<file path="src/scs_pkg.sv">
// Shared constants and types for the SMBus configuration slave
package scs_pkg;
    // Configuration byte array and serial address
    localparam int         NUM_BYTES   = 16;
    localparam logic [7:0] ADDR_BYTE   = 8'hd2;
    localparam int         CMD_MODE    = 7;
    localparam logic [3:0] BITS_BYTE   = 4'h8;
    // Retention select and output enable fields
    localparam int         OFS_RETAIN  = 0;
    localparam int         RETAIN_BIT  = 0;
    localparam int         OFS_OE      = 4;
    localparam int         OE_A_BIT    = 6;
    localparam int         OE_B_BIT    = 5;
    localparam int         OE_C_BIT    = 2;
    localparam int         OE_D_BIT    = 3;
    // Power-up values of the configuration bytes
    localparam logic [7:0] RST_BYTE0   = 8'ha1;
    localparam logic [7:0] RST_BYTE1   = 8'h85;
    localparam logic [7:0] RST_BYTE2   = 8'hff;
    localparam logic [7:0] RST_BYTE3   = 8'hff;
    localparam logic [7:0] RST_BYTE4   = 8'hed;
    localparam logic [7:0] RST_BYTE9   = 8'h25;
    localparam int         IDX_VENDOR  = 7;
    localparam int         IDX_DEVICE  = 8;
    // Avalon word map: config bytes at 0..15, status at 16
    localparam int         AV_AW       = 5;
    localparam logic [4:0] AV_STATUS   = 5'h10;

    typedef enum logic [2:0] {ST_IDLE, ST_RX, ST_ACK, ST_TX, ST_HACK} scs_st_e;
    typedef enum logic [1:0] {R_ADDR, R_CMD, R_COUNT, R_DATA} scs_role_e;

    typedef struct packed {
        logic [2:0]                  scl;
        logic [2:0]                  sda;
        logic [1:0]                  pd;
        scs_st_e                     st;
        scs_role_e                   role;
        logic                        tx;
        logic [7:0]                  sh;
        logic [3:0]                  cnt;
        logic [6:0]                  ptr;
        logic                        blk;
        logic                        cnt_pend;
        logic                        hack;
        logic                        drv;
        logic [NUM_BYTES-1:0][7:0]   cfg;
        logic [3:0]                  oe;
        logic                        pdn;
        logic                        ack;
        logic [7:0]                  rdata;
    } scs_state_s;
endpackage : scs_pkg

</file>
<file path="src/scs_smbus_slave.sv">
// SMBus configuration slave with Avalon-MM register access
`timescale 1ns/100ps

module scs_smbus_slave #(
    parameter logic [7:0] VENDOR_BYTE = 8'h5a, // Arbitrary value
    parameter logic [7:0] DEVICE_BYTE = 8'h3c  // Arbitrary value
) (
    input  wire logic                        I_CLK,
    input  wire logic                        I_RST_B,
    input  wire logic                        I_SCL,
    input  wire logic                        I_SDA,
    output wire logic                        O_SDA,
    output wire logic                        O_SDA_OE_B,
    input  wire logic                        I_POWER_DOWN_B,
    output wire logic [3:0]                  O_OUT_ENABLE,
    output wire logic                        O_POWER_DOWN,
    input  wire logic [scs_pkg::AV_AW-1:0]   I_ADDRESS,
    input  wire logic                        I_READ,
    input  wire logic                        I_WRITE,
    input  wire logic [3:0]                  I_BYTEENABLE,
    input  wire logic [31:0]                 I_WRITEDATA,
    output wire logic [31:0]                 O_READDATA,
    output wire logic                        O_WAITREQUEST
);

    scs_pkg::scs_state_s q;
    scs_pkg::scs_state_s d;
    logic                rise;
    logic                fall;
    logic                start;
    logic                stop;
    logic                done;
    logic                load;
    logic                i2c_wr;
    logic [7:0]          b;

    // Byte indexing uses four offset bits, so the array must hold exactly sixteen bytes
    if (scs_pkg::NUM_BYTES != 16 || scs_pkg::IDX_DEVICE >= scs_pkg::NUM_BYTES) begin : g_size_check
        $error("configuration array size must be sixteen bytes");
    end

    // Power-up contents of the whole configuration array
    function automatic logic [scs_pkg::NUM_BYTES-1:0][7:0] dflt();
        logic [scs_pkg::NUM_BYTES-1:0][7:0] v;
        v = '0;
        v[0] = scs_pkg::RST_BYTE0;
        v[1] = scs_pkg::RST_BYTE1;
        v[2] = scs_pkg::RST_BYTE2;
        v[3] = scs_pkg::RST_BYTE3;
        v[4] = scs_pkg::RST_BYTE4;
        v[scs_pkg::IDX_VENDOR] = VENDOR_BYTE;
        v[scs_pkg::IDX_DEVICE] = DEVICE_BYTE;
        v[9] = scs_pkg::RST_BYTE9;
        return v;
    endfunction : dflt

    // Read of one byte; offsets past the array read as zero
    function automatic logic [7:0] cfg_rd(input logic [6:0] idx,
                                          input logic [scs_pkg::NUM_BYTES-1:0][7:0] c);
        cfg_rd = (32'(idx) < scs_pkg::NUM_BYTES) ? c[idx[3:0]] : 8'h00;
    endfunction : cfg_rd

    // Bus events from the synchronised copies; stage 0 feeds only stage 1
    assign rise  = q.scl[1] & ~q.scl[2];
    assign fall  = ~q.scl[1] & q.scl[2];
    assign start = q.scl[1] & q.scl[2] & ~q.sda[1] & q.sda[2];
    assign stop  = q.scl[1] & q.scl[2] & q.sda[1] & ~q.sda[2];
    assign done  = fall & (q.st == scs_pkg::ST_RX) & (q.cnt == scs_pkg::BITS_BYTE);

    // Next-state logic for the serial engine, config array and bus slave
    always_comb begin
        d      = q;
        load   = 1'b0;
        i2c_wr = 1'b0;
        b      = 8'h00;
        d.scl  = {q.scl[1:0], I_SCL};
        d.sda  = {q.sda[1:0], I_SDA};
        d.pd   = {q.pd[0], I_POWER_DOWN_B};
        case (q.st)
            scs_pkg::ST_RX: begin
                if (rise) begin
                    d.sh  = {q.sh[6:0], q.sda[1]};
                    d.cnt = 4'(q.cnt + 4'h1);
                end else if (done) begin
                    d.st  = scs_pkg::ST_ACK;
                    d.drv = 1'b1;
                    d.tx  = 1'b0;
                    case (q.role)
                        scs_pkg::R_ADDR: begin
                            if (q.sh[7:1] != scs_pkg::ADDR_BYTE[7:1]) begin
                                d.st  = scs_pkg::ST_IDLE;
                                d.drv = 1'b0;
                            end else if (q.sh[0]) begin
                                d.tx       = 1'b1;
                                d.cnt_pend = q.blk;
                            end else begin
                                d.role = scs_pkg::R_CMD;
                            end
                        end
                        scs_pkg::R_CMD: begin
                            // Offset bits are not checked in block mode; host keeps them zero
                            d.blk  = ~q.sh[scs_pkg::CMD_MODE];
                            d.ptr  = q.sh[scs_pkg::CMD_MODE] ? q.sh[6:0] : 7'h00;
                            d.role = q.sh[scs_pkg::CMD_MODE] ? scs_pkg::R_DATA : scs_pkg::R_COUNT;
                        end
                        scs_pkg::R_COUNT: begin
                            d.role = scs_pkg::R_DATA;
                        end
                        default: begin
                            i2c_wr = 1'b1;
                            d.ptr  = 7'(q.ptr + 7'h01);
                        end
                    endcase
                end
            end
            scs_pkg::ST_ACK: begin
                if (fall) begin
                    d.drv = 1'b0;
                    d.cnt = 4'h0;
                    d.st  = scs_pkg::ST_RX;
                    load  = q.tx;
                end
            end
            scs_pkg::ST_TX: begin
                if (fall && q.cnt == scs_pkg::BITS_BYTE) begin
                    d.st  = scs_pkg::ST_HACK; // Release for the host acknowledge
                    d.drv = 1'b0;
                    d.cnt = 4'h0;
                end else if (fall) begin
                    d.drv = ~q.sh[7];
                    d.sh  = {q.sh[6:0], 1'b0};
                    d.cnt = 4'(q.cnt + 4'h1);
                end
            end
            scs_pkg::ST_HACK: begin
                if (rise) begin
                    d.hack = ~q.sda[1];
                end else if (fall) begin
                    d.st = scs_pkg::ST_IDLE;
                    load = q.hack;
                end
            end
            default: begin
                d.drv = 1'b0;
            end
        endcase
        // Load the next byte to send: count first in block read, then data
        if (load) begin
            b          = q.cnt_pend ? 8'(scs_pkg::NUM_BYTES) : cfg_rd(q.ptr, q.cfg);
            d.st       = scs_pkg::ST_TX;
            d.drv      = ~b[7];
            d.sh       = {b[6:0], 1'b0};
            d.cnt      = 4'h1;
            d.cnt_pend = 1'b0;
            if (!q.cnt_pend) begin
                d.ptr = 7'(q.ptr + 7'h01);
            end
        end
        // Start and stop override any phase; stop keeps bytes already written
        if (start) begin
            d.st   = scs_pkg::ST_RX;
            d.role = scs_pkg::R_ADDR;
            d.cnt  = 4'h0;
            d.drv  = 1'b0;
        end else if (stop) begin
            d.st  = scs_pkg::ST_IDLE;
            d.drv = 1'b0;
        end
        // Avalon slave: one wait cycle, answer on the second
        d.ack = (I_READ | I_WRITE) & ~q.ack;
        if ((I_READ | I_WRITE) && !q.ack) begin
            if (I_ADDRESS == scs_pkg::AV_STATUS) begin
                d.rdata = {5'h00, q.blk, q.pdn, q.st != scs_pkg::ST_IDLE};
            end else begin
                d.rdata = cfg_rd({2'b00, I_ADDRESS}, q.cfg);
            end
        end
        if (I_WRITE && q.ack && I_BYTEENABLE[0] && 32'(I_ADDRESS) < scs_pkg::NUM_BYTES) begin
            d.cfg[I_ADDRESS[3:0]] = I_WRITEDATA[7:0];
        end
        // Serial write wins over a bus write to the same byte
        if (i2c_wr && 32'(q.ptr) < scs_pkg::NUM_BYTES) begin
            d.cfg[q.ptr[3:0]] = q.sh;
        end
        // Power-down clears config unless retention is selected
        if (!q.pd[1] && !q.cfg[scs_pkg::OFS_RETAIN][scs_pkg::RETAIN_BIT]) begin
            d.cfg = dflt();
        end
        d.pdn = ~q.pd[1];
        d.oe  = q.pd[1] ? {q.cfg[scs_pkg::OFS_OE][scs_pkg::OE_D_BIT],
                           q.cfg[scs_pkg::OFS_OE][scs_pkg::OE_C_BIT],
                           q.cfg[scs_pkg::OFS_OE][scs_pkg::OE_B_BIT],
                           q.cfg[scs_pkg::OFS_OE][scs_pkg::OE_A_BIT]} : 4'h0;
    end

    // State register; reset loads power-up values and an idle bus
    always_ff @(posedge I_CLK) begin
        if (!I_RST_B) begin
            q       <= '0;
            q.scl   <= 3'b111;
            q.sda   <= 3'b111;
            q.pd    <= 2'b11;
            q.cfg   <= dflt();
            q.oe    <= 4'hf;
        end else begin
            q <= d;
        end
    end

    // The pin only ever pulls low; the enable decides
    assign O_SDA         = 1'b0;
    assign O_SDA_OE_B    = ~q.drv;
    assign O_OUT_ENABLE  = q.oe;
    assign O_POWER_DOWN  = q.pdn;
    assign O_READDATA    = {24'h000000, q.rdata};
    assign O_WAITREQUEST = (I_READ | I_WRITE) & ~q.ack;
endmodule : scs_smbus_slave

</file>
<file path="config.mk">
export PLATFORM = sky130hd
export DESIGN_NAME = scs_smbus_slave
export DESIGN_NICKNAME = d
export VERILOG_FILES = /design/src/scs_pkg.sv /design/src/scs_smbus_slave.sv
export SDC_FILE = /design/constraint.sdc
export NUM_CORES = 1
export LEC_CHECK = 0
export ABC_AREA = 1
export BUFFER_PORTS_ARGS = -buffer_cell sky130_fd_sc_hd__buf_4
export CAP_MARGIN = 10
export CORE_UTILIZATION = 33
export DETAILED_ROUTE_END_ITERATION = 6
export GPL_ROUTABILITY_DRIVEN = 0
export HOLD_SLACK_MARGIN = 0.05
export PLACE_DENSITY = 0.55
export SLEW_MARGIN = 0
export SYNTH_ARGS = -nofsm -noshare
export SYNTH_HDL_FRONTEND = slang
export SYNTH_SLANG_ARGS = --single-unit
</file>
<file path="constraint.sdc">
create_clock -name I_CLK -period 2.15 [get_ports I_CLK]
set_clock_uncertainty 0.1 [all_clocks]
set_input_delay 0.645 -clock I_CLK [delete_from_list [all_inputs] [get_ports I_CLK]]
set_output_delay 0.645 -clock I_CLK [all_outputs]
set_load 0.05 [all_outputs]
</file>
==> results of run 1 <==
==> final cells by class <==
class	count	area (µm²)
fill	3312	18900
multi-input combinational	1201	5970
sequential	179	3590
timing repair buffer	158	1490
tap	402	503
inverter	115	434
clock buffer	18	429
clock inverter	14	245
==> worst max path at each step <==
stage / from / endpoint / slack [ns] / cells past startpoint
2_1_floorplan: q[146] / q[81] / 0.06 / 8
3_3_place_gp: I_ADDRESS[1] / O_READDATA[1] / -0.17 / 11
3_5_place_dp: I_ADDRESS[1] / O_READDATA[1] / -0.16 / 11
4_1_cts: q[154] / q[109] / 0.0002 / 10
5_1_grt: q[154] / q[131] / -0.008 / 11
6_report: q[154] / q[127] / 0.08 / 11
==> state kept, by name (all words and copies together), names as in the netlist <==
name	flops
O_OUT_ENABLE	4
O_READDATA	8
d	5
O_POWER_DOWN	1
q	161
==> power groups by stage <==
stage | clock network, µW | logic [µW] | registers, µW
finish | 3680 | 626 | 3350
CTS | 3720 | 617 | 3350
global route | 3880 | 664 | 3350
detailed placement | 0 | 614 | 3430
global placement | 0 | 614 | 3430
floorplan | 0 | 388 | 3420
==> timing repair <==
action                                  4_1_cts  5_1_grt
pin swaps                                     1        7
buffers inserted                              2        5
gates cloned                                  0        1
resized for setup                             0       22
endpoints found under the setup margin        1       76
hold buffers                                  0        0
==> through the flow <==
stage,util [%],instances
global placement,37.5,2047
global route,40.1,2087
CTS,39.7,2081
finish,40.1,2087
detailed placement,37.5,2047
floorplan,-,1640
==> placed cells by master (no fill, tap or decap), types with 9 or more instances in the layout <==
master     Yosys  layout
nor2_4         9      13
buf_4         46     133
o21ai_0      303     300
o22ai_1       15      15
clkbuf_16      0      18
dfxtp_1      179     175
nand2_1      398     395
a22oi_1       64      64
conb_1         1      25
o211ai_1      57      57
inv_1        108     105
buf_12         0      22
nor2_1       111     107
a21oi_1      128     126
ha_1          10       9
nand3_1       15      14
nand4_1       16      16
==> cell families after synthesis <==
family | after synthesis
buf+inv | 260
flops | 179
xor+xnor | 5
compound gates | 585
fa+ha+maj | 10
simple gates | 576
other cells | 1
==> per-layer routing <==
layer,GRT usage (%),vias to the layer above,share of wire [%]
met4,9.16,0,3.3
met3,3.63,61,7.7
met5,0,-,0
met2,36.7,552,43
met1,34.6,5364,46
li1,-,5521,-
==> impl_metrics.py, run 1 <==
metrics = {
    "place": {
        "post_dp_cell_area_um2": 11800,
        "portBuffers": 35,
        "place_ws_ns": -0.162,
        "dp_hpwl_mm": 27.5,
    },
    "hold_path": {
        "whs_path_depth": 2,
        "hp-class": "input port to flip-flop",
        "hp-start": "I_SDA",
        "whs_endpoint": "d[174]",
    },
    "global_routing": {
        "grt_pass1_vias": 10400,
        "antenna_found_initial": 0,
        "gr-total-overflow": 0,
        "grt_max_degree": 48,
        "grt_first_pass_wirelength_mm": 61.5,
        "grtUsageTotal_pct": 24.3,
    },
    "synthesis": {
        "syn_avg_cell_area_um2": 6.53,
        "synth_seq_area_share_pct": 33.9,
        "synthAdderAreaFrac_pct": 1.18,
        "synth_simple_gate_area_share_pct": 22.5,
        "yosys-mux-area-fraction_pct": 0,
        "synth_top_family_by_area": "compound AO/OA/AOI/OAI gates",
        "post-synth-top-count-cell": "nand2_1",
        "synth-compound-area-share_pct": 31.0,
        "yosysTopAreaCell": "dfxtp_1",
        "synth_edf_count": 0,
        "synthArstFlopShare_pct": 0,
        "synth-seq-cells": 179,
        "ys.warnings.count": 0,
        "synthesis.instances": 1616,
        "synthXorXnorAreaFrac_pct": 0.415,
        "netlist_top_cells_count": "nand2_1, o21ai_0, dfxtp_1",
        "ys_types": 35,
        "synth_area_um2": 10600,
        "synth_top_area_share_pct": 33.9,
        "netlist_top_cells_area": "dfxtp_1, o21ai_0, nand2_1, a21oi_1, a22oi_1",
        "synth_ff_type": "dfxtp_1",
    },
    "sta": {
        "fin_hold_ws_ns": 0.296,
        "post-route-period-util_pct": 96.2,
        "worst_slew_pin_slew_ns": 0.742,
        "setup_violations": 0,
        "relSlewSlack_pct": 50.5,
        "hold_viol": 0,
        "setup_ws_ns": 0.0823,
        "finalSetupTns_ns": 0,
        "fmax_mhz": 484,
        "slew_violations": 0,
        "layout_min_cycle_time_ns": 2.07,
    },
    "route": {
        "wirelength_mm": 39.7,
        "routed_via_density": 5.51,
        "ant_nets": 0,
        "first_pass_iters": 7,
        "wl_per_cell_um": 19.0,
        "route.detailed.drc": 0,
        "dr.first_iter.drc_count": 1403,
        "vias": 11500,
    },
    "critical_path": {
        "arrival_ns": 2.34,
        "cp_slowest_cell": "dfxtp_2",
        "worst-r2r-setup-slack_ns": 0.08,
        "worst_ep_required_time_ns": 2.42,
        "critPathKind": "flip-flop to flip-flop",
        "cp-end-kind": "flip-flop",
        "cp.buffers_inverters": 3,
        "crit-reg2reg-launch": "q[154]",
        "ff2ff_path_depth": 11,
        "cp_common_cell": "nor2_4",
        "crit_path_max_incr_delay_ns": 0.33,
        "cp_top_family": "simple AND/OR/NAND/NOR gates",
        "crit_chain": "inv_2 > ha_2 > nand3_2 > nor2_4 > nand4_4 > nor2_4 > inv_4 > nor2_4 > buf_12 > o21ai_0 > a21oi_1",
        "worstSetupStartpointType": "flip-flop",
        "cp_max_fo": 8,
        "r2r_end": "q[127]",
    },
    "floorplan": {
        "die_x_um": 181,
        "core-area_um2": 31600,
        "die_y_um": 181,
        "num_rows": 65,
        "num_io_pins": 88,
        "initial_core_util_pct": 33.5,
        "die_area_um2": 32700,
    },
    "power_and_ir_drop": {
        "p_sw_uw": 1950,
        "internal_power_uw": 5710,
        "p_clk_share_pct": 48.1,
        "total_power_uw": 7660,
        "p_sw_share_pct": 25.4,
        "irDropWorstVdd_uv": 476,
        "powerDensity_nw_per_um2": 605,
        "p_leak_uw": 0.00536,
        "seq_power_share_pct": 43.7,
        "combPwrFrac_pct": 8.2,
    },
    "clocking": {
        "cts.sinks": 179,
        "path_clk_slew_ns": 0.07,
        "clock_latency_ns": 0.43,
        "htree_levels": 4,
        "clockRootBuffer": "clkbuf_16",
        "cts-buffers-inserted": 17,
        "ctsLongestPathBuffers": 2,
        "cts_tree": "built",
    },
    "outcome": {
        "run_status": "finished, final reports clean",
    },
    "layout": {
        "antennaDiodeCount": 0,
        "fin_nets": 1730,
        "postLayoutCellArea_um2": 12700,
        "area_growth_pct": 19.9,
        "layout-drive-gt1-share_pct": 14.2,
    },
    "job": {
        "max_cap_viol_count": 0,
    },
}
(Power assumes the default switching activity.)
==> inputs of run 2 (changes only) <==
--- a/config.mk
+++ b/config.mk
@@ -8,11 +8,13 @@
 export ABC_AREA = 1
 export BUFFER_PORTS_ARGS = -buffer_cell sky130_fd_sc_hd__buf_4
 export CAP_MARGIN = 10
+export CORE_ASPECT_RATIO = 2
 export CORE_UTILIZATION = 33
 export DETAILED_ROUTE_END_ITERATION = 6
 export GPL_ROUTABILITY_DRIVEN = 0
 export HOLD_SLACK_MARGIN = 0.05
 export PLACE_DENSITY = 0.55
+export RECOVER_POWER = 25
 export SLEW_MARGIN = 0
 export SYNTH_ARGS = -nofsm -noshare
 export SYNTH_HDL_FRONTEND = slang
==> run 2 against run 1 <==
  * Count of clock-buffer cells in the layout up 6
  * Clock power down 11%
  * Non-clock buffer count up 21
  * Cell area up 1.1%
  * Hold slack worse by 0.024 ns
  * Register-to-register slack better by 0.03 ns
  * Worst setup slack better by 0.028 ns
  * Die area up 0.13%
  * Global-route usage up 2.6 points
  * First-iteration DRC count down 23%
  * Largest power group is now sequential cells
==> impl_metrics.py, run 2 (synthesized netlist as in run 1, its figures left out) <==
metrics = {
    "clocking": {
        "clock_latency_ns": 0.46,
        "cts-buffers-inserted": 17,
        "path_clk_slew_ns": 0.07,
        "cts_tree": "built",
        "htree_levels": 4,
        "clockRootBuffer": "clkbuf_16",
        "cts.sinks": 179,
        "ctsLongestPathBuffers": 2,
        "cts_hold_buf": 0,
    },
    "layout": {
        "nFillCells": 3419,
        "largest_reg_flops": 161,
        "multi_input_area_um2": 5970,
        "layout-drive-gt1-share_pct": 14.7,
        "register_area_um2": 3590,
        "largest_register": "q",
        "antennaDiodeCount": 0,
        "final_cell_mix": "nand2_1, o21ai_0, dfxtp_1, buf_4, a21oi_1",
        "final_common_cell": "nand2_1",
        "fin_nets": 1752,
        "area_growth_pct": 21.2,
    },
    "route": {
        "wl_per_cell_um": 20.4,
        "ant_nets": 0,
        "vias": 11600,
        "first_pass_iters": 5,
        "dr.first_iter.drc_count": 1075,
        "routed_via_density": 5.45,
        "route.detailed.drc": 0,
        "wirelength_mm": 43.5,
    },
    "global_routing": {
        "grt_first_pass_wirelength_mm": 64.8,
        "gr-max-usage-layer": "met2",
        "grt_max_degree": 48,
        "gr-total-overflow": 0,
        "met3_usage_pct": 3.80,
        "use_met2_pct": 48.2,
        "antenna_found_initial": 0,
        "grt_pass1_vias": 10900,
        "grtUsageTotal_pct": 26.9,
        "grt_use_met1_pct": 26.5,
    },
    "sta": {
        "slew_violations": 0,
        "finalSetupTns_ns": 0,
        "relSlewSlack_pct": 48.5,
        "post-route-period-util_pct": 94.9,
        "fin_hold_ws_ns": 0.273,
        "fmax_mhz": 490,
        "hold_viol": 0,
        "setup_violations": 0,
        "rsz0062_at_grt": "no",
        "worst_slew_pin_slew_ns": 0.772,
        "layout_min_cycle_time_ns": 2.04,
    },
    "place": {
        "portBuffers": 35,
        "dp_hpwl_mm": 31.9,
    },
    "power_and_ir_drop": {
        "irDropWorstVdd_uv": 609,
        "p_leak_uw": 0.00545,
        "powerDensity_nw_per_um2": 569,
    },
    "hold_path": {
        "hp-start": "I_SCL",
        "hp-class": "input port to flip-flop",
    },
    "critical_path": {
        "worstSetupStartpointType": "flip-flop",
        "crit_path_start": "q[153]",
        "cp-end-kind": "flip-flop",
        "arrival_ns": 2.33,
        "cp_max_fo": 8,
        "worst_ep_required_time_ns": 2.44,
        "crit-reg2reg-launch": "q[153]",
        "critPathKind": "flip-flop to flip-flop",
    },
    "floorplan": {
        "die_y_um": 255,
        "die_area_um2": 32800,
        "initial_core_util_pct": 33.5,
        "num_rows": 92,
        "die_x_um": 128,
        "core-area_um2": 31500,
        "num_io_pins": 88,
    },
    "job": {
        "max_cap_viol_count": 0,
    },
    "outcome": {
        "run_status": "finished, final reports clean",
    },
}
[run 2: changes by cell type in the layout (fill, tap and decap cells not counted), sizes merged]
cell,previous run,this run
inv,116,113
clkinvlp,1,2
bufinv,6,2
clkbuf,19,35
buf,157,168
[run 2: metal layers]
| metal | vias up | share of wire [%] |
|---|---|---|
| li1 | 5555 | - |
| met1 | 5332 | 34 |
| met2 | 522 | 51 |
| met3 | 184 | 5.4 |
| met4 | 0 | 9.2 |
| met5 | - | 0 |
[run 2: worst max-delay path: stages, from the launching register on]
cell and delay [ns]:
dfxtp_2 0.32, inv_2 0.07, ha_4 0.14, nand3_4 0.06
nor2_4 0.16, nand4_4 0.11, buf_6 0.16, nor2_4 0.14
inv_2 0.08, nor2_4 0.22, clkbuf_16 0.21, o21ai_0 0.07
a21oi_1 0.11
[run 2: timing repair]
action / in CTS / in global routing
buffers inserted: 0 / 6
setup endpoints to repair: 0 / 90
resized for setup: 0 / 19
[run 2: final timing paths]
path,slack [ns],cells after the start,to
max,0.11,12,q[139]
min,0.27,2,d[177]
max reg2reg,0.11,12,q[139]
min reg2reg,0.31,1,d[178]
[run 2: through the flow]
step / setup slack (ns) / instance area (µm²) / cells / util, % / total power (µW)
after floorplan: 0.0640 / 10600 / 1640 / - / 3810
after global placement: -0.356 / 12100 / 2090 / 38.4 / 4080
after detailed placement: -0.384 / 12100 / 2090 / 38.4 / 4080
after CTS: 0.0243 / 12700 / 2121 / 40.2 / 7330
after global routing: 0.00293 / 12800 / 2129 / 40.6 / 7480
final: 0.110 / 12800 / 2129 / 40.6 / 7280
[run 2: final cells by class]
class	count	share of cell area [%]
clock buffer	24	3.92
sequential	179	28.0
clock inverter	7	0.753
multi-input combinational	1201	46.7
tap	423	4.14
timing repair buffer	179	13.0
timing repair inverter	1	0.0391
inverter	115	3.40
[run 2: power by group]
| part | internal [µW] | switching (µW) | leakage [µW] |
|---|---|---|---|
| sequential | 3340 | 17.1 | 0.00145 |
| combinational | 183 | 473 | 0.00371 |
| clock | 1860 | 1410 | 0.000297 |
| total | 5380 | 1900 | 0.00545 |
